### config.mk
export PLATFORM = sky130hd
export DESIGN_NAME = tfc_framer_ctl
export DESIGN_NICKNAME = d
export VERILOG_FILES = /design/src/tfc_pkg.sv /design/src/tfc_evt_flags.sv /design/src/tfc_framer_ctl.sv /design/src/tfc_oof_win.sv
export SDC_FILE = /design/constraint.sdc
export NUM_CORES = 1
export LEC_CHECK = 0
export BUFFER_PORTS_ARGS = -buffer_cell sky130_fd_sc_hd__buf_2
export CORE_MARGIN = 3
export CORE_UTILIZATION = 45
export CTS_BUF_LIST = sky130_fd_sc_hd__clkbuf_4 sky130_fd_sc_hd__clkbuf_8
export DETAILED_ROUTE_END_ITERATION = 10
export PLACE_DENSITY = 0.73
export SYNTH_ARGS = -nofsm -noshare
export SYNTH_HDL_FRONTEND = slang
export SYNTH_HIERARCHICAL = 1
export SYNTH_SLANG_ARGS = --single-unit
### constraint.sdc
create_clock -name core_clk -period 7.6 [get_ports core_clk]
set_input_delay 0 -clock core_clk [delete_from_list [all_inputs] [get_ports core_clk]]
set_output_delay 0 -clock core_clk [all_outputs]
set_load 0.005 [all_outputs]
### src/tfc_pkg.sv
// Constants and types shared by the T1 framer control and event block
package tfc_pkg;
	// ---------------------------------------------------------------
	// Register indexes (byte address is four times the index)
	// ---------------------------------------------------------------
	localparam logic [7:0]  IDX_GCTL    = 8'h40;
	localparam logic [7:0]  IDX_CFG     = 8'h48;
	localparam logic [7:0]  IDX_IEN     = 8'h49;
	localparam logic [7:0]  IDX_IST     = 8'h4a;
	localparam int          AXI_AW      = 12;
	localparam logic [1:0]  RESP_OKAY   = 2'h0;
	localparam logic [1:0]  RESP_SLVERR = 2'h2;
	// ---------------------------------------------------------------
	// Field positions and reset values
	// ---------------------------------------------------------------
	localparam int          GCTL_E1     = 0;
	localparam int          GCTL_UNF    = 1;
	localparam int          CFG_RATIO   = 6;
	localparam int          CFG_ALGO    = 5;
	localparam int          CFG_ESF     = 4;
	localparam int          CFG_FMS     = 2;
	localparam int          CFG_JPN     = 1;
	localparam logic [7:0]  CFG_MASK    = 8'hfe;
	localparam logic [7:0]  IEN_MASK    = 8'h7f;
	localparam logic [7:0]  REG_RST     = 8'h00;
	localparam int          NUM_EVT     = 6;
	localparam int          IST_EVT     = 2;
	// ---------------------------------------------------------------
	// Framing formats, ratios and timing counts
	// ---------------------------------------------------------------
	typedef enum logic [1:0] {TFC_SF, TFC_ESF, TFC_DM, TFC_SLC} tfc_fmt_e;
	typedef enum logic {TFC_SEARCH, TFC_INFRAME} tfc_frm_e;
	localparam logic [1:0]  FMS_SF      = 2'h0;
	localparam logic [1:0]  FMS_SLC     = 2'h2;
	localparam logic [1:0]  RATIO_2OF4  = 2'h0;
	localparam logic [1:0]  RATIO_2OF5  = 2'h1;
	localparam logic [3:0]  WIN_4       = 4'h4;
	localparam logic [3:0]  WIN_5       = 4'h5;
	localparam logic [3:0]  WIN_6       = 4'h6;
	localparam logic [3:0]  WIN_DM      = 4'hc;
	localparam logic [2:0]  ERR_STD     = 3'h2;
	localparam logic [2:0]  ERR_DM      = 3'h4;
	localparam int          WIN_MAX     = 12;
	localparam logic [4:0]  FBIT_FIRST  = 5'h01;
	localparam logic [4:0]  FBIT_ALARM  = 5'h0c;
	localparam logic [5:0]  CRC_POLY    = 6'h03;
	localparam logic [5:0]  CRC_SEED    = 6'h00;
endpackage
### src/tfc_evt_flags.sv
// Sticky event flags, cleared by a status read or by the held-reset condition
`timescale 1ns/1ps
`default_nettype none
module tfc_evt_flags #(
	parameter int N = 6
) (
	input  wire logic         core_clk,
	input  wire logic         reset,
	input  wire logic         hold,
	input  wire logic [N-1:0] set,
	input  wire logic         clr,
	output var  logic [N-1:0] flags
);
	logic [N-1:0] next_flags;

	// ---------------------------------------------------------------
	// Set wins over a clear in the same cycle
	// ---------------------------------------------------------------
	always_comb
	begin
		if (hold)
			next_flags = '0;
		else if (clr)
			next_flags = set; // [RL22]
		else
			next_flags = flags | set; // [RL19]
	end

	always_ff @(posedge core_clk or posedge reset)
	begin
		if (reset)
			flags <= '0;
		else
			flags <= next_flags;
	end
endmodule // tfc_evt_flags
`default_nettype wire

### src/tfc_framer_ctl.sv
// T1 framer configuration, framing state, events and register slave
// How it works
// RL1 - E1 or unframed holds registers in reset
// RL2 - OOF at 2 of 4/5/6 per ratio
// RL3 - Data-multiplex OOF at 4 of 12 always
// RL4 - Software never writes ratio value 11
// RL5 - Algorithm 0: no lock while mimics exist
// RL6 - Algorithm 1: CRC-6 picks the candidate
// RL7 - Mode field picks SF, DM or loop-carrier
// RL8 - ESF: data link from every odd frame
// RL9 - Software keeps mode 00 under ESF
// RL10 - Japanese bit under ESF selects national variant
// RL11 - Japanese non-ESF: alarm from 12th F-bit
// RL12 - Software keeps production-test enable at 0
// RL13 - New alignment position raises alignment-change event
// RL14 - Any framing bit error raises framing event; code skips 12th F-bit errors in Japanese non-ESF with alarm set
// RL15 - Bit-error event source depends on format
// RL16 - Two errors in superframe: severe event
// RL17 - Mimic flagged; both edges are events
// RL18 - In-frame edges interrupt only when enabled
// RL19 - Event status bits set on their event
// RL20 - Mimic status set on either mimic edge
// RL21 - Live mimic and in-frame bits readable
// RL22 - Status read clears all six event bits
// RL23 - In-frame status set on in-frame change
// RL24 - Interrupt low while enabled status bit set
//
// The AXI4-Lite interface to the registers was left to the implementer.
`timescale 1ns/1ps
`default_nettype none
module tfc_framer_ctl #(
	parameter int POS_W = 8
) (
	input  wire logic                        core_clk,
	input  wire logic                        reset,
	input  wire logic [tfc_pkg::AXI_AW-1:0]  s_axi_awaddr,
	input  wire logic                        s_axi_awvalid,
	output var  logic                        s_axi_awready,
	input  wire logic [31:0]                 s_axi_wdata,
	input  wire logic [3:0]                  s_axi_wstrb,
	input  wire logic                        s_axi_wvalid,
	output var  logic                        s_axi_wready,
	output var  logic [1:0]                  s_axi_bresp,
	output var  logic                        s_axi_bvalid,
	input  wire logic                        s_axi_bready,
	input  wire logic [tfc_pkg::AXI_AW-1:0]  s_axi_araddr,
	input  wire logic                        s_axi_arvalid,
	output var  logic                        s_axi_arready,
	output var  logic [31:0]                 s_axi_rdata,
	output var  logic [1:0]                  s_axi_rresp,
	output var  logic                        s_axi_rvalid,
	input  wire logic                        s_axi_rready,
	input  wire logic                        fbit_strobe,
	input  wire logic                        fbit_value,
	input  wire logic                        fbit_error,
	input  wire logic                        fbit_is_ft,
	input  wire logic                        sync_error,
	input  wire logic                        sf_start,
	input  wire logic                        line_bit,
	input  wire logic                        line_bit_valid,
	input  wire logic                        line_bit_is_fbit,
	input  wire logic                        crc_check,
	input  wire logic [5:0]                  crc_rx,
	input  wire logic                        cand_lock,
	input  wire logic [POS_W-1:0]            cand_pos,
	input  wire logic [2:0]                  cand_count,
	output var  logic                        irq_out_n,
	output var  logic                        inframe_state,
	output var  logic                        mimic_present,
	output var  logic                        fdl_bit,
	output var  logic                        fdl_valid,
	output var  logic                        far_end_alarm,
	output var  logic                        jpn_esf_mode
);
	logic [7:0]             gctl, cfg, ien;
	logic [7:0]             next_gctl, next_cfg, next_ien;
	logic                   aw_have, w_have, next_aw_have, next_w_have, wr_en, next_wr_en;
	logic [7:0]             wr_idx, next_wr_idx;
	logic [7:0]             wr_data, next_wr_data;
	logic                   next_awready, next_wready, next_bvalid, next_arready, next_rvalid;
	logic [1:0]             next_bresp, next_rresp;
	logic [31:0]            next_rdata;
	logic                   do_wr, ar_take, hold, clr_ist;
	logic [7:0]             rd_idx;
	tfc_pkg::tfc_fmt_e      fmt;
	tfc_pkg::tfc_frm_e      frm, next_frm;
	logic [POS_W-1:0]       pos, next_pos;
	logic                   had_align, next_had_align;
	logic [4:0]             fnum, next_fnum, fnum_cur;
	logic [1:0]             sf_errs, next_sf_errs;
	logic [5:0]             crc, next_crc;
	logic                   crc_ok, next_crc_ok, crc_bad, next_crc_bad, crc_fb;
	logic                   next_fdl_bit, next_fdl_valid, next_alarm, next_mimic;
	logic                   fer_in, sev_in, bee_in, lock_ok, oof, next_irq_n;
	logic [3:0]             win_len;
	logic [2:0]             thresh;
	logic [5:0]             evt, flags;

	function automatic tfc_pkg::tfc_fmt_e fmt_decode(input logic [7:0] c);
		if (c[tfc_pkg::CFG_ESF])
			return tfc_pkg::TFC_ESF;
		else if (c[tfc_pkg::CFG_FMS +: 2] == tfc_pkg::FMS_SF)
			return tfc_pkg::TFC_SF;
		else if (c[tfc_pkg::CFG_FMS +: 2] == tfc_pkg::FMS_SLC)
			return tfc_pkg::TFC_SLC;
		else
			return tfc_pkg::TFC_DM;
	endfunction

	function automatic logic [7:0] addr_idx(input logic [tfc_pkg::AXI_AW-1:0] a);
		return a[9:2];
	endfunction

	function automatic logic idx_known(input logic [7:0] i);
		return i == tfc_pkg::IDX_GCTL || i == tfc_pkg::IDX_CFG
			|| i == tfc_pkg::IDX_IEN || i == tfc_pkg::IDX_IST;
	endfunction

	// ---------------------------------------------------------------
	// Register slave
	// ---------------------------------------------------------------
	assign hold    = gctl[tfc_pkg::GCTL_E1] | gctl[tfc_pkg::GCTL_UNF];
	assign ar_take = s_axi_arvalid & s_axi_arready;
	assign rd_idx  = addr_idx(s_axi_araddr);
	assign clr_ist = ar_take && rd_idx == tfc_pkg::IDX_IST; // [RL22]
	assign do_wr   = aw_have & w_have & ~s_axi_bvalid;

	always_comb
	begin
		next_aw_have = aw_have | (s_axi_awvalid & s_axi_awready);
		next_w_have  = w_have | (s_axi_wvalid & s_axi_wready);
		next_wr_idx  = (s_axi_awvalid & s_axi_awready) ? addr_idx(s_axi_awaddr) : wr_idx;
		next_wr_data = (s_axi_wvalid & s_axi_wready) ? s_axi_wdata[7:0] : wr_data;
		next_wr_en   = (s_axi_wvalid & s_axi_wready) ? s_axi_wstrb[0] : wr_en;
		next_bvalid  = s_axi_bvalid & ~s_axi_bready;
		next_bresp   = s_axi_bresp;
		next_gctl    = gctl;
		next_cfg     = cfg;
		next_ien     = ien;
		if (do_wr)
		begin
			next_aw_have = 1'b0;
			next_w_have  = 1'b0;
			next_bvalid  = 1'b1;
			next_bresp   = idx_known(wr_idx) ? tfc_pkg::RESP_OKAY : tfc_pkg::RESP_SLVERR;
			if (wr_en)
			begin
				if (wr_idx == tfc_pkg::IDX_GCTL)
					next_gctl = wr_data;
				if (wr_idx == tfc_pkg::IDX_CFG)
					next_cfg = wr_data & tfc_pkg::CFG_MASK; // [RL4] [RL9]
				if (wr_idx == tfc_pkg::IDX_IEN)
					next_ien = wr_data & tfc_pkg::IEN_MASK; // [RL12]
			end
		end
		if (hold)
		begin
			next_cfg = tfc_pkg::REG_RST; // [RL1]
			next_ien = tfc_pkg::REG_RST; // [RL1]
		end
		next_awready = ~next_aw_have & ~next_bvalid;
		next_wready  = ~next_w_have & ~next_bvalid;
		next_rvalid  = ar_take | (s_axi_rvalid & ~s_axi_rready);
		next_arready = ~next_rvalid & ~ar_take;
		next_rdata   = s_axi_rdata;
		next_rresp   = s_axi_rresp;
		if (ar_take)
		begin
			next_rdata = 32'h0;
			next_rresp = idx_known(rd_idx) ? tfc_pkg::RESP_OKAY : tfc_pkg::RESP_SLVERR;
			case (rd_idx)
				tfc_pkg::IDX_GCTL: next_rdata[7:0] = gctl;
				tfc_pkg::IDX_CFG:  next_rdata[7:0] = cfg;
				tfc_pkg::IDX_IEN:  next_rdata[7:0] = ien;
				tfc_pkg::IDX_IST:  next_rdata[7:0] = {flags, mimic_present, inframe_state}; // [RL21]
				default:           next_rdata = 32'h0;
			endcase
		end
	end

	always_ff @(posedge core_clk or posedge reset)
	begin
		if (reset)
		begin
			aw_have       <= 1'b0;
			w_have        <= 1'b0;
			wr_idx        <= 8'h00;
			wr_data       <= 8'h00;
			wr_en         <= 1'b0;
			gctl          <= tfc_pkg::REG_RST;
			cfg           <= tfc_pkg::REG_RST;
			ien           <= tfc_pkg::REG_RST;
			s_axi_awready <= 1'b0;
			s_axi_wready  <= 1'b0;
			s_axi_bvalid  <= 1'b0;
			s_axi_bresp   <= tfc_pkg::RESP_OKAY;
			s_axi_arready <= 1'b0;
			s_axi_rvalid  <= 1'b0;
			s_axi_rdata   <= 32'h0;
			s_axi_rresp   <= tfc_pkg::RESP_OKAY;
		end
		else
		begin
			aw_have       <= next_aw_have;
			w_have        <= next_w_have;
			wr_idx        <= next_wr_idx;
			wr_data       <= next_wr_data;
			wr_en         <= next_wr_en;
			gctl          <= next_gctl;
			cfg           <= next_cfg;
			ien           <= next_ien;
			s_axi_awready <= next_awready;
			s_axi_wready  <= next_wready;
			s_axi_bvalid  <= next_bvalid;
			s_axi_bresp   <= next_bresp;
			s_axi_arready <= next_arready;
			s_axi_rvalid  <= next_rvalid;
			s_axi_rdata   <= next_rdata;
			s_axi_rresp   <= next_rresp;
		end
	end

	// ---------------------------------------------------------------
	// Format, out-of-frame window and error sources
	// ---------------------------------------------------------------
	assign fmt      = fmt_decode(cfg); // [RL7]
	assign fnum_cur = sf_start ? tfc_pkg::FBIT_FIRST : fnum + 5'h01;
	assign fer_in   = fbit_strobe & fbit_error
		& ~(fmt != tfc_pkg::TFC_ESF && cfg[tfc_pkg::CFG_JPN] && far_end_alarm
		&& fnum_cur == tfc_pkg::FBIT_ALARM); // [RL11]
	assign sev_in   = fer_in | (fmt == tfc_pkg::TFC_DM && sync_error); // [RL16]

	always_comb
	begin
		win_len = tfc_pkg::WIN_DM;
		thresh  = tfc_pkg::ERR_DM; // [RL3]
		if (fmt != tfc_pkg::TFC_DM)
		begin
			thresh = tfc_pkg::ERR_STD; // [RL2]
			case (cfg[tfc_pkg::CFG_RATIO +: 2])
				tfc_pkg::RATIO_2OF4: win_len = tfc_pkg::WIN_4;
				tfc_pkg::RATIO_2OF5: win_len = tfc_pkg::WIN_5;
				default:             win_len = tfc_pkg::WIN_6;
			endcase
		end
		case (fmt)
			tfc_pkg::TFC_ESF: bee_in = crc_bad; // [RL15]
			tfc_pkg::TFC_SLC: bee_in = fer_in & fbit_is_ft; // [RL15]
			tfc_pkg::TFC_DM:  bee_in = fer_in | sync_error; // [RL15]
			default:          bee_in = fer_in; // [RL15]
		endcase
	end

	tfc_oof_win #(
		.WMAX        (tfc_pkg::WIN_MAX)
	) u_oof (
		.core_clk    (core_clk),
		.reset       (reset),
		.hold        (hold || frm == tfc_pkg::TFC_SEARCH),
		.fbit_strobe (fbit_strobe),
		.fbit_error  (fer_in),
		.win_len     (win_len),
		.thresh      (thresh),
		.oof         (oof)
	);

	// ---------------------------------------------------------------
	// CRC-6 over the line, frame search and per-superframe state
	// ---------------------------------------------------------------
	assign crc_fb  = crc[5] ^ ((line_bit_is_fbit && !jpn_esf_mode) ? 1'b1 : line_bit); // [RL10]
	assign lock_ok = (fmt != tfc_pkg::TFC_ESF) ? 1'b1
		: (cfg[tfc_pkg::CFG_ALGO] ? crc_ok : cand_count == 3'h1); // [RL5] [RL6]

	always_comb
	begin
		next_crc     = crc;
		next_crc_ok  = crc_ok;
		next_crc_bad = 1'b0;
		if (line_bit_valid)
			next_crc = {crc[4:0], 1'b0} ^ (crc_fb ? tfc_pkg::CRC_POLY : tfc_pkg::CRC_SEED); // [RL6]
		if (crc_check)
		begin
			next_crc     = tfc_pkg::CRC_SEED;
			next_crc_ok  = crc == crc_rx; // [RL6]
			next_crc_bad = crc != crc_rx && frm == tfc_pkg::TFC_INFRAME;
		end
		next_frm       = frm;
		next_pos       = pos;
		next_had_align = had_align;
		evt            = '0;
		if (frm == tfc_pkg::TFC_SEARCH && cand_lock && lock_ok)
		begin
			next_frm       = tfc_pkg::TFC_INFRAME;
			next_pos       = cand_pos;
			next_had_align = 1'b1;
			evt[5]         = had_align && cand_pos != pos; // [RL13]
		end
		else if (frm == tfc_pkg::TFC_INFRAME && oof)
			next_frm = tfc_pkg::TFC_SEARCH;
		next_mimic = cand_count > 3'h1; // [RL17]
		evt[4] = fer_in; // [RL14]
		evt[3] = bee_in;
		evt[1] = next_mimic != mimic_present; // [RL17] [RL20]
		evt[0] = next_frm != frm; // [RL23]
		next_fnum      = fbit_strobe ? fnum_cur : fnum;
		next_sf_errs   = sf_start ? 2'h0 : sf_errs;
		if (sev_in && sf_errs != 2'h3)
			next_sf_errs = next_sf_errs + 2'h1;
		evt[2] = sev_in && next_sf_errs == 2'h2; // [RL16]
		next_fdl_valid = fbit_strobe && fmt == tfc_pkg::TFC_ESF
			&& cfg[tfc_pkg::CFG_FMS +: 2] == tfc_pkg::FMS_SF && fnum_cur[0]; // [RL8]
		next_fdl_bit   = next_fdl_valid ? fbit_value : fdl_bit;
		next_alarm     = far_end_alarm;
		if (fbit_strobe && fmt != tfc_pkg::TFC_ESF && cfg[tfc_pkg::CFG_JPN]
			&& fnum_cur == tfc_pkg::FBIT_ALARM)
			next_alarm = fbit_value; // [RL11]
		if (hold)
		begin
			next_frm   = tfc_pkg::TFC_SEARCH;
			next_alarm = 1'b0;
			next_mimic = 1'b0;
		end
	end

	always_ff @(posedge core_clk or posedge reset)
	begin
		if (reset)
		begin
			crc           <= tfc_pkg::CRC_SEED;
			crc_ok        <= 1'b0;
			crc_bad       <= 1'b0;
			frm           <= tfc_pkg::TFC_SEARCH;
			pos           <= '0;
			had_align     <= 1'b0;
			fnum          <= 5'h00;
			sf_errs       <= 2'h0;
			fdl_bit       <= 1'b0;
			fdl_valid     <= 1'b0;
			far_end_alarm <= 1'b0;
			mimic_present <= 1'b0;
			inframe_state <= 1'b0;
			jpn_esf_mode  <= 1'b0;
			irq_out_n     <= 1'b1;
		end
		else
		begin
			crc           <= next_crc;
			crc_ok        <= next_crc_ok;
			crc_bad       <= next_crc_bad;
			frm           <= next_frm;
			pos           <= next_pos;
			had_align     <= next_had_align;
			fnum          <= next_fnum;
			sf_errs       <= next_sf_errs;
			fdl_bit       <= next_fdl_bit;
			fdl_valid     <= next_fdl_valid;
			far_end_alarm <= next_alarm;
			mimic_present <= next_mimic; // [RL21]
			inframe_state <= next_frm == tfc_pkg::TFC_INFRAME; // [RL21]
			jpn_esf_mode  <= next_cfg[tfc_pkg::CFG_JPN] && next_cfg[tfc_pkg::CFG_ESF]; // [RL10]
			irq_out_n     <= next_irq_n;
		end
	end

	// ---------------------------------------------------------------
	// Event flags and interrupt output
	// ---------------------------------------------------------------
	tfc_evt_flags #(
		.N        (tfc_pkg::NUM_EVT)
	) u_flags (
		.core_clk (core_clk),
		.reset    (reset),
		.hold     (hold),
		.set      (hold ? 6'h00 : evt),
		.clr      (clr_ist),
		.flags    (flags)
	);

	assign next_irq_n = ~|(flags & ien[5:0]); // [RL18] [RL24]
endmodule // tfc_framer_ctl
`default_nettype wire

### src/tfc_oof_win.sv
// Sliding window of framing bit errors that declares out of frame
`timescale 1ns/1ps
`default_nettype none
module tfc_oof_win #(
	parameter int WMAX = 12
) (
	input  wire logic       core_clk,
	input  wire logic       reset,
	input  wire logic       hold,
	input  wire logic       fbit_strobe,
	input  wire logic       fbit_error,
	input  wire logic [3:0] win_len,
	input  wire logic [2:0] thresh,
	output var  logic       oof
);
	logic [WMAX-1:0] hist;
	logic [WMAX-1:0] next_hist;
	logic [WMAX-1:0] shifted;
	logic            next_oof;

	function automatic logic [3:0] count_win(input logic [WMAX-1:0] h, input logic [3:0] len);
		logic [3:0] c;
		c = 4'h0;
		for (int i = 0; i < WMAX; i++)
			if (i < int'(len) && h[i])
				c = c + 4'h1;
		return c;
	endfunction

	// ---------------------------------------------------------------
	// Error history and declaration
	// ---------------------------------------------------------------
	always_comb
	begin
		shifted   = {hist[WMAX-2:0], fbit_error};
		next_hist = hist;
		next_oof  = 1'b0;
		if (hold)
			next_hist = '0;
		else if (fbit_strobe)
		begin
			next_hist = shifted;
			if (count_win(shifted, win_len) >= {1'b0, thresh}) // [RL2] [RL3]
			begin
				next_oof  = 1'b1;
				next_hist = '0;
			end
		end
	end

	always_ff @(posedge core_clk or posedge reset)
	begin
		if (reset)
		begin
			hist <= '0;
			oof  <= 1'b0;
		end
		else
		begin
			hist <= next_hist;
			oof  <= next_oof;
		end
	end
endmodule // tfc_oof_win
`default_nettype wire

==> results of run 1 <==
state kept, by name, summed over array words and instances, names as in the netlist, 6 cells and up:
| name | flops |
|---|---|
| cfg | 7 |
| crc | 6 |
| gctl | 8 |
| ien | 7 |
| pos | 8 |
| s_axi_rdata | 8 |
| u_flags/flags | 6 |
| u_oof/hist | 11 |
| wr_data | 8 |
| wr_idx | 8 |
cells in the mapped netlist (10+ instances only):
cell	number	share of area, %
a21oi_1	21	1.7
a22oi_1	11	1.3
buf_4	27	3.2
clkbuf_1	15	0.88
dfrtp_1	104	41
ha_1	17	3.3
inv_1	32	1.9
mux2_2	40	7.1
mux2i_1	11	1.7
nand2_1	57	3.4
nand3_1	30	2.4
nand4_1	12	1.2
nor2_1	36	2.1
o21ai_0	29	2.3
o21ai_1	10	0.79
xnor2_1	32	4.4
xor2_1	16	2.2
area by class of cell:
cell class	count	area share, %
clock inverter	6	0.970
timing repair buffer	146	12.9
tap	176	2.85
clock buffer	10	1.70
multi-input combinational	482	45.9
sequential	105	34.0
inverter	33	1.65
repair_timing:
action / 4_1_cts / 5_1_grt
buffers inserted: 1 / 11
pin swaps: 1 / 18
cloned: 1 / 0
setup endpoints to repair: 12 / 12
hold endpoints to repair: 65 / 0
hold buffers: 40 / 0
gates resized for setup: 9 / 22
power by group:
part | internal (mW) | switching, mW
clock network | 0.161 | 0.201
logic | 0.305 | 0.296
registers | 0.683 | 0.124
cells by family (layout without fill, tap and decap cells):
| kind of cell | Yosys count | in the layout | share of synthesized area, % |
|---|---|---|---|
| DFF | 105 | 105 | 41.3 |
| xor gates and xnor gates | 57 | 57 | 9.61 |
| and+or+nand+nor | 188 | 188 | 14.8 |
| buffers and inverters | 86 | 195 | 7.27 |
| muxes | 51 | 51 | 8.80 |
| adders and majority gates | 18 | 18 | 3.50 |
| AOI/OAI and AO/OA | 135 | 135 | 14.6 |
| other | 2 | 33 | 0.118 |
path summary, 6_finish.rpt:
check,slack (ns),cells after the start,startpoint,end
worst max register to register,0.28,35,fnum[0]$_DFFE_PP0P_,u_oof/hist[6]$_DFFE_PP0P_
worst min register to register,0.48,2,s_axi_rdata[0]$_DFFE_PP0P_,s_axi_rdata[0]$_DFFE_PP0P_
min in group asynchronous,0.12,3,reset,u_flags/flags[1]$_DFF_PP0_
worst max-delay path,0.28,35,fnum[0]$_DFFE_PP0P_,u_oof/hist[6]$_DFFE_PP0P_
max in group asynchronous,6.36,4,reset,cfg[2]$_DFFE_PP0P_
worst min-delay path,0.03,2,s_axi_araddr[2],s_axi_rdata[7]$_DFFE_PP0P_
metal layers:
layer  up-vias  wire length [µm]
li1       2466                 -
met5         -                 0
met4         0               345
met2       144              7700
met1      2537              6400
met3        29               522
worst max-delay path: cells and delay by family, from the launching register on:
| kind | cells | cell delay (ns) |
|---|---|---|
| xor+xnor | 5 | 1.04 |
| simple gates | 6 | 0.75 |
| buf+inv | 2 | 0.33 |
| flops | 1 | 0.43 |
| compound gates | 13 | 2.06 |
| mux | 2 | 0.55 |
| fa+ha+maj | 7 | 2.09 |
through the flow:
stage                     total power, mW  std cells
after floorplan                      1.19        673
after global placement               1.30        889
after detailed placement             1.33        889
after CTS                            1.72        947
after global routing                 1.87        958
final                                1.77        958
==> impl_metrics.tcl, run 1 <==
set metrics [dict create \
    outcome "finished clean" \
    cts_tree "built" \
    start_util_pct 47.0 \
    arrival_ns 7.62 \
    routed_wl_um 15000 \
    gr-usage-met3_pct 2.35 \
    final_nets 889 \
    finalSetupViolCount 0 \
    cts-root-buf "clkbuf_8" \
    path_max_fanout 7 \
    clockBufferDepth 2 \
    drtPass1Iterations 5 \
    syn_area_um2 6370 \
    use_met1_pct 23.3 \
    slew_viol_final 0 \
    clkTransAtPathRegs_ns 0.11 \
    hold_viol_final 0 \
    cts_buffers 9 \
    rsz0062_at_grt "yes" \
    ys_warn_count 6 \
    multi_input_area_um2 3560 \
    drv_cap 0 \
    worst_slack_ns 0.281 \
    fin_util_pct 57.1 \
    grt_use_met2_pct 34.0 \
    hpwl_um 10500 \
    insertion_delay_ns 0.37 \
    wl_per_cell_um 15.6 \
    diodes 0 \
    yosysUniqueCellTypes 71 \
    die_area_um2 15600 \
    final_area_um2 7740 \
    synth-edff-count 0 \
    grt-busiest-layer "met2" \
    power_density_nw_per_um2 229 \
    port_buffers 81 \
    cp.required_ns 7.90 \
    holdWs_ns 0.0342 \
    period_share_pct 96.3 \
    synth.avg_cell_area_um2 9.92 \
    path_common_cell "ha_1" \
    synth_cells 642 \
    regArea_um2 2630 \
    cp-end-kind "flip-flop" \
    peakVddDrop_mv 0.152 \
    path_class "reg2reg" \
    fillerInstances 1133 \
    drt_iter0_markers 224 \
    final_common_cell "dfrtp_1" \
    hold_class "in2reg" \
    h-tree-depth 3 \
    ys.flop_type "dfrtp_1" \
    tns_ns 0 \
    syn2layout_area_growth_pct 21.6 \
    ant_nets 0 \
    vias_per_cell 5.40 \
    globalplace.congestion 0.771 \
    ys_ff_latch 105 \
    grt_max_degree 88 \
    die_h_um 125 \
    drc 0 \
    core_area_um2 13600 \
    start_kind "flip-flop" \
    max_freq_mhz 137 \
    cts_sinks 105 \
    relSlewSlack_pct 28.1 \
    pre_cts_ws_ns -0.190 \
    max_stage_delay_ns 0.43 \
    synth.yosys.seq_area_share_pct 41.3 \
    die-width_um 125 \
    ys_async_sr_fraction_pct 100 \
    cp_slowest_cell "dfrtp_1" \
    grt_usage_pct 18.9 \
    vias 5176 \
    core.rowCount 42 \
    fin_crit_ns 7.32 \
    layout_common_cells "dfrtp_1 (104), buf_2 (81), nand2_1 (57)" \
    io_pins 143 \
    grt_pass1_vias 5316 \
    worstMarginPinSlew_ns 1.08 \
    finClkSkew_ns 0.0172 \
    layout-drive-gt1-share_pct 27.5 \
    p_leak_nw 3.60 \
    placed_area_um2 6860 \
    grt_pass1_wl_um 24900 \
    overflow 0 \
    grt_antenna_before_repair 0 \
]
Note: power is estimated with default switching activity, not from simulation.
==> run 2: changes to the inputs <==
--- a/config.mk
+++ b/config.mk
@@ -8,7 +8,6 @@
 export BUFFER_PORTS_ARGS = -buffer_cell sky130_fd_sc_hd__buf_2
 export CORE_MARGIN = 3
 export CORE_UTILIZATION = 45
-export CTS_BUF_LIST = sky130_fd_sc_hd__clkbuf_4 sky130_fd_sc_hd__clkbuf_8
 export DETAILED_ROUTE_END_ITERATION = 10
 export PLACE_DENSITY = 0.73
 export SYNTH_ARGS = -nofsm -noshare
==> run 2 against run 1 <==
- combinational power is essentially flat
- power grew 6.2%
- worst hold slack lost 0.019 ns
- critical path depth is the same
- critical path type unchanged
- sequential power is essentially flat
==> impl_metrics.tcl, run 2 (synthesized netlist as in run 1, its figures left out) <==
set metrics [dict create \
    diodes 0 \
    finClkSkew_ns 0.0108 \
    h-tree-depth 3 \
    io_pins 143 \
    grt_pass1_vias 5314 \
    overflow 0 \
    die-width_um 125 \
    hold_viol_final 0 \
    cts_tree "built" \
    endpoint "u_oof/hist[6]$_DFFE_PP0P_" \
    final_nets 885 \
    final_area_um2 7800 \
    worstRegToRegCells 35 \
    placed_area_um2 6860 \
    fin_crit_ns 7.33 \
    hold_class "in2reg" \
    ant_nets 0 \
    rr_endpoint "u_oof/hist[6]$_DFFE_PP0P_" \
    largest_reg_flops 11 \
    regArea_um2 2630 \
    layout_common_cells "dfrtp_1 (104), buf_2 (81), nand2_1 (57)" \
    largest_register "u_oof/hist" \
    rr_startpoint "fnum[0]$_DFFE_PP0P_" \
    outcome "finished clean" \
    path_class "reg2reg" \
    cp_slowest_cell "dfrtp_1" \
    drv_cap 0 \
    grt_usage_pct 19.1 \
    die_h_um 125 \
    peakVddDrop_mv 0.150 \
    worstMarginPinSlew_ns 1.09 \
    path_common_cell "ha_1" \
    vias 5164 \
    instances_no_fill 954 \
    fillerInstances 1116 \
    critical_path.startpoint "fnum[0]$_DFFE_PP0P_" \
    rrSetupSlack_ns 0.27 \
    cp-end-kind "flip-flop" \
    globalplace.congestion 0.771 \
    max_freq_mhz 136 \
    drtPass1Iterations 5 \
    port_buffers 81 \
    routed_wl_um 15100 \
    slew_viol_final 0 \
    max_stage_delay_ns 0.42 \
    hp-start "crc_rx[2]" \
    start_util_pct 47.0 \
    fin_util_pct 57.5 \
    start_kind "flip-flop" \
    period_share_pct 96.5 \
    path_max_fanout 7 \
    grt_pass1_wl_um 25100 \
    syn2layout_area_growth_pct 22.5 \
    arrival_ns 7.60 \
    vias_per_cell 5.41 \
    insertion_delay_ns 0.34 \
    p_leak_nw 3.62 \
    clkTransAtPathRegs_ns 0.07 \
    hpwl_um 10500 \
    core_area_um2 13600 \
    cts-root-buf "clkbuf_16" \
    post-place-cells 889 \
    wl_per_cell_um 15.8 \
    power_density_nw_per_um2 241 \
    grt_max_degree 88 \
    layout-drive-gt1-share_pct 27.5 \
    drt_iter0_markers 287 \
    finalSetupViolCount 0 \
    relSlewSlack_pct 27.1 \
    cts_buffers 9 \
    cp.required_ns 7.87 \
    multi_input_area_um2 3560 \
    drc 0 \
    die_area_um2 15600 \
    tns_ns 0 \
    clockBufferDepth 2 \
    grt_antenna_before_repair 0 \
    core.rowCount 42 \
    final_common_cell "dfrtp_1" \
    cts_sinks 105 \
]
## run 2: what timing repair did
action,CTS,global route
pin swaps,1,18
endpoints found under the hold margin,61,0
resized for setup,8,23
endpoints found under the setup margin,12,12
gates cloned,1,0
hold buffers,36,0
setup buffers,1,11
## run 2: how the worst min path moves through the flow
stage	to	cells after the start
CTS	crc_bad$_DFF_PP0_	3
finish	crc_ok$_DFFE_PP0P_	4
detailed placement	u_flags/flags[2]$_DFF_PP0_	2
floorplan	u_flags/flags[0]$_DFF_PP0_	1
global route	crc_bad$_DFF_PP0_	3
global placement	u_flags/flags[5]$_DFF_PP0_	2
## run 2: power breakdown
part	internal, mW	total [mW]	leakage (nW)	switching, mW
Combinational	0.302	0.599	2.15	0.296
Clock	0.260	0.473	0.145	0.213
Sequential	0.684	0.809	1.33	0.125
Total	1.25	1.88	3.62	0.634
## run 2: area by class of cell
class	count	area share, %
multi-input combinational	482	45.6
sequential	105	33.7
timing repair buffer	142	12.3
clock buffer	10	2.94
tap	176	2.82
inverter	33	1.64
clock inverter	6	0.963
## run 2: metal layers
| layer | track usage [%] | vias to the layer above | part of all wire, % |
|---|---|---|---|
| li1 | - | 2463 | - |
| met1 | 23.6 | 2521 | 42 |
| met2 | 34.4 | 152 | 52 |
| met3 | 2.52 | 28 | 3.6 |
| met4 | 6.76 | 0 | 2.3 |
| met5 | 0 | - | 0 |
## run 2: through the flow
stage / hold slack [ns] / setup WS (ns) / total power, mW
2_1_floorplan: -0.209 / 0.0381 / 1.19
3_3_place_gp: -0.0435 / 0.146 / 1.30
4_1_cts: 0.00347 / 0.000429 / 1.83
6_report: 0.0151 / 0.270 / 1.88
5_1_grt: 0.0553 / -0.0545 / 1.99
3_5_place_dp: -0.0318 / -0.190 / 1.33
## run 2: worst max-delay path: cells and delay by family (launching register included)
| family | cells | cell delay [ns] |
|---|---|---|
| AO/OA/AOI/OAI | 13 | 2.05 |
| XOR/XNOR | 5 | 1.05 |
| adder cells (fa/ha/maj) | 7 | 2.09 |
| buffers and inverters | 2 | 0.33 |
| flip-flops | 1 | 0.42 |
| multiplexers | 2 | 0.55 |
| AND/OR/NAND/NOR | 6 | 0.76 |
==> run 3: changes to the inputs <==
--- a/config.mk
+++ b/config.mk
@@ -10,6 +10,8 @@
 export CORE_UTILIZATION = 45
 export DETAILED_ROUTE_END_ITERATION = 10
 export PLACE_DENSITY = 0.73
+export REMOVE_ABC_BUFFERS = 1
+export SLEW_MARGIN = 20
 export SYNTH_ARGS = -nofsm -noshare
 export SYNTH_HDL_FRONTEND = slang
 export SYNTH_HIERARCHICAL = 1
==> run 3 against run 2 <==
- via count decreased by 1.6%
- largest cell class unchanged
- design area decreased by 0.51%
- combinational power fell by 1%
- clock skew about the same
- wire length down 4.7%
- sequential cell count is the same
- non-clock buffer count is 1 higher
- setup slack worse by 0.029 ns
- critical path depth rose by 2
==> impl_metrics.tcl, run 3 (synthesized netlist as in run 1, its figures left out) <==
set metrics [dict create \
    cts-root-buf "clkbuf_16" \
    finalSetupViolCount 0 \
    grt_antenna_before_repair 0 \
    cts_buffers 9 \
    final_nets 886 \
    port_buffers 81 \
    largest_register "u_oof/hist" \
    largest_reg_flops 11 \
    h-tree-depth 3 \
    placed_area_um2 6860 \
    max_stage_delay_ns 0.44 \
    cp-end-kind "flip-flop" \
    instances_no_fill 955 \
    clkTransAtPathRegs_ns 0.07 \
    hpwl_um 10200 \
    path_class "reg2reg" \
    overflow 0 \
    die_area_um2 15600 \
    cp_slowest_cell "dfrtp_2" \
    routed_wl_um 14400 \
    tns_ns 0 \
    arrival_ns 7.63 \
    multi_input_area_um2 3530 \
    final_area_um2 7760 \
    die-width_um 125 \
    core.rowCount 42 \
    grt_pass1_wl_um 23800 \
    globalplace.congestion 0.780 \
    io_pins 143 \
    final_common_cell "dfrtp_1" \
    hold_class "in2reg" \
    drtPass1Iterations 4 \
    power_density_nw_per_um2 236 \
    rrSetupSlack_ns 0.24 \
    fillerInstances 1123 \
    drc 0 \
    ant_nets 0 \
    start_util_pct 47.0 \
    grt_max_degree 88 \
    slew_viol_final 0 \
    max_freq_mhz 136 \
    core_area_um2 13600 \
    diodes 0 \
    hold_viol_final 0 \
    drv_cap 0 \
    start_kind "flip-flop" \
    layout_common_cells "dfrtp_1 (103), buf_2 (81), nand2_1 (57)" \
    cts_sinks 105 \
    layout-drive-gt1-share_pct 27.0 \
    vias_per_cell 5.32 \
    drt_iter0_markers 264 \
    clockBufferDepth 2 \
    finalPower_mw 1.83 \
    post-place-cells 889 \
    worst_slack_ns 0.240 \
    wl_per_cell_um 15.1 \
    vias 5081 \
    die_h_um 125 \
    grt_pass1_vias 5025 \
    outcome "finished clean" \
    cts_tree "built" \
    path_max_fanout 6 \
    p_leak_nw 3.61 \
    path_common_cell "ha_1" \
    cp.required_ns 7.87 \
    peakVddDrop_mv 0.186 \
    grt_usage_pct 18.0 \
    fin_crit_ns 7.36 \
    pre_cts_ws_ns -0.136 \
    insertion_delay_ns 0.34 \
    period_share_pct 96.8 \
    syn2layout_area_growth_pct 21.8 \
    worstMarginPinSlew_ns 0.806 \
    regArea_um2 2630 \
    relSlewSlack_pct 46.0 \
    finClkSkew_ns 0.0108 \
]
[run 3: repair_timing]
item | in CTS | in global routing
gates cloned | 0 | 1
hold buffers | 36 | 0
gates resized for setup | 4 | 24
endpoints found under the hold margin | 61 | 0
endpoints found under the setup margin | 12 | 12
buffers inserted | 1 | 12
pin swaps | 1 | 17
[run 3: worst paths after layout]
check                                                  end                  startpoint  depth (start not counted)
worst max-delay path             u_oof/hist[8]$_DFFE_PP0P_         fnum[0]$_DFFE_PP0P_                         37
worst min-delay path                     crc_bad$_DFF_PP0_                   crc_rx[2]                          3
worst max register to register   u_oof/hist[8]$_DFFE_PP0P_         fnum[0]$_DFFE_PP0P_                         37
worst min register to register         irq_out_n$_DFF_PP1_  u_flags/flags[2]$_DFF_PP0_                          1
max in group asynchronous              fnum[0]$_DFFE_PP0P_                       reset                          4
min in group asynchronous       u_flags/flags[5]$_DFF_PP0_                       reset                          3
[run 3: power by group]
part           leakage, nW  total, mW  switching (mW)  internal [mW]
Clock                0.136      0.439           0.197          0.242
Sequential            1.33      0.803           0.118          0.685
Combinational         2.14      0.591           0.287          0.304
[run 3: cell type report]
| class | count | area share, % |
|---|---|---|
| Clock buffer | 13 | 3.35 |
| Clock inverter | 3 | 0.323 |
| Inverter | 33 | 1.65 |
| Multi-Input combinational cell | 482 | 45.5 |
| Sequential cell | 105 | 33.9 |
| Tap cell | 176 | 2.84 |
| Timing Repair Buffer | 143 | 12.5 |
[run 3: metal layers]
layer	global-route usage [%]	share of wire, %	up-vias	routed length [µm]
li1	-	-	2462	-
met1	23.3	43	2439	6210
met2	31.2	51	159	7320
met3	2.94	4.5	21	653
met4	5.48	1.4	0	206
met5	0	0	-	0
[run 3: critical path, delay by kind of cell, from the launching register on]
family	cells	cell delay, ns
AOI/OAI and AO/OA	15	2.63
adders and majority gates	7	1.89
muxes	3	0.76
and+or+nand+nor	6	0.68
xor gates and xnor gates	3	0.46
DFF	1	0.44
buffers and inverters	3	0.43
[run 3: through the flow]
stage / hold WS [ns] / util (%)
final: 0.0152 / 57.2
after detailed placement: -0.0370 / 50.6
after global routing: 0.0325 / 57.2
after floorplan: -0.209 / -
after CTS: 0.00413 / 55.7
after global placement: -0.0400 / 50.6
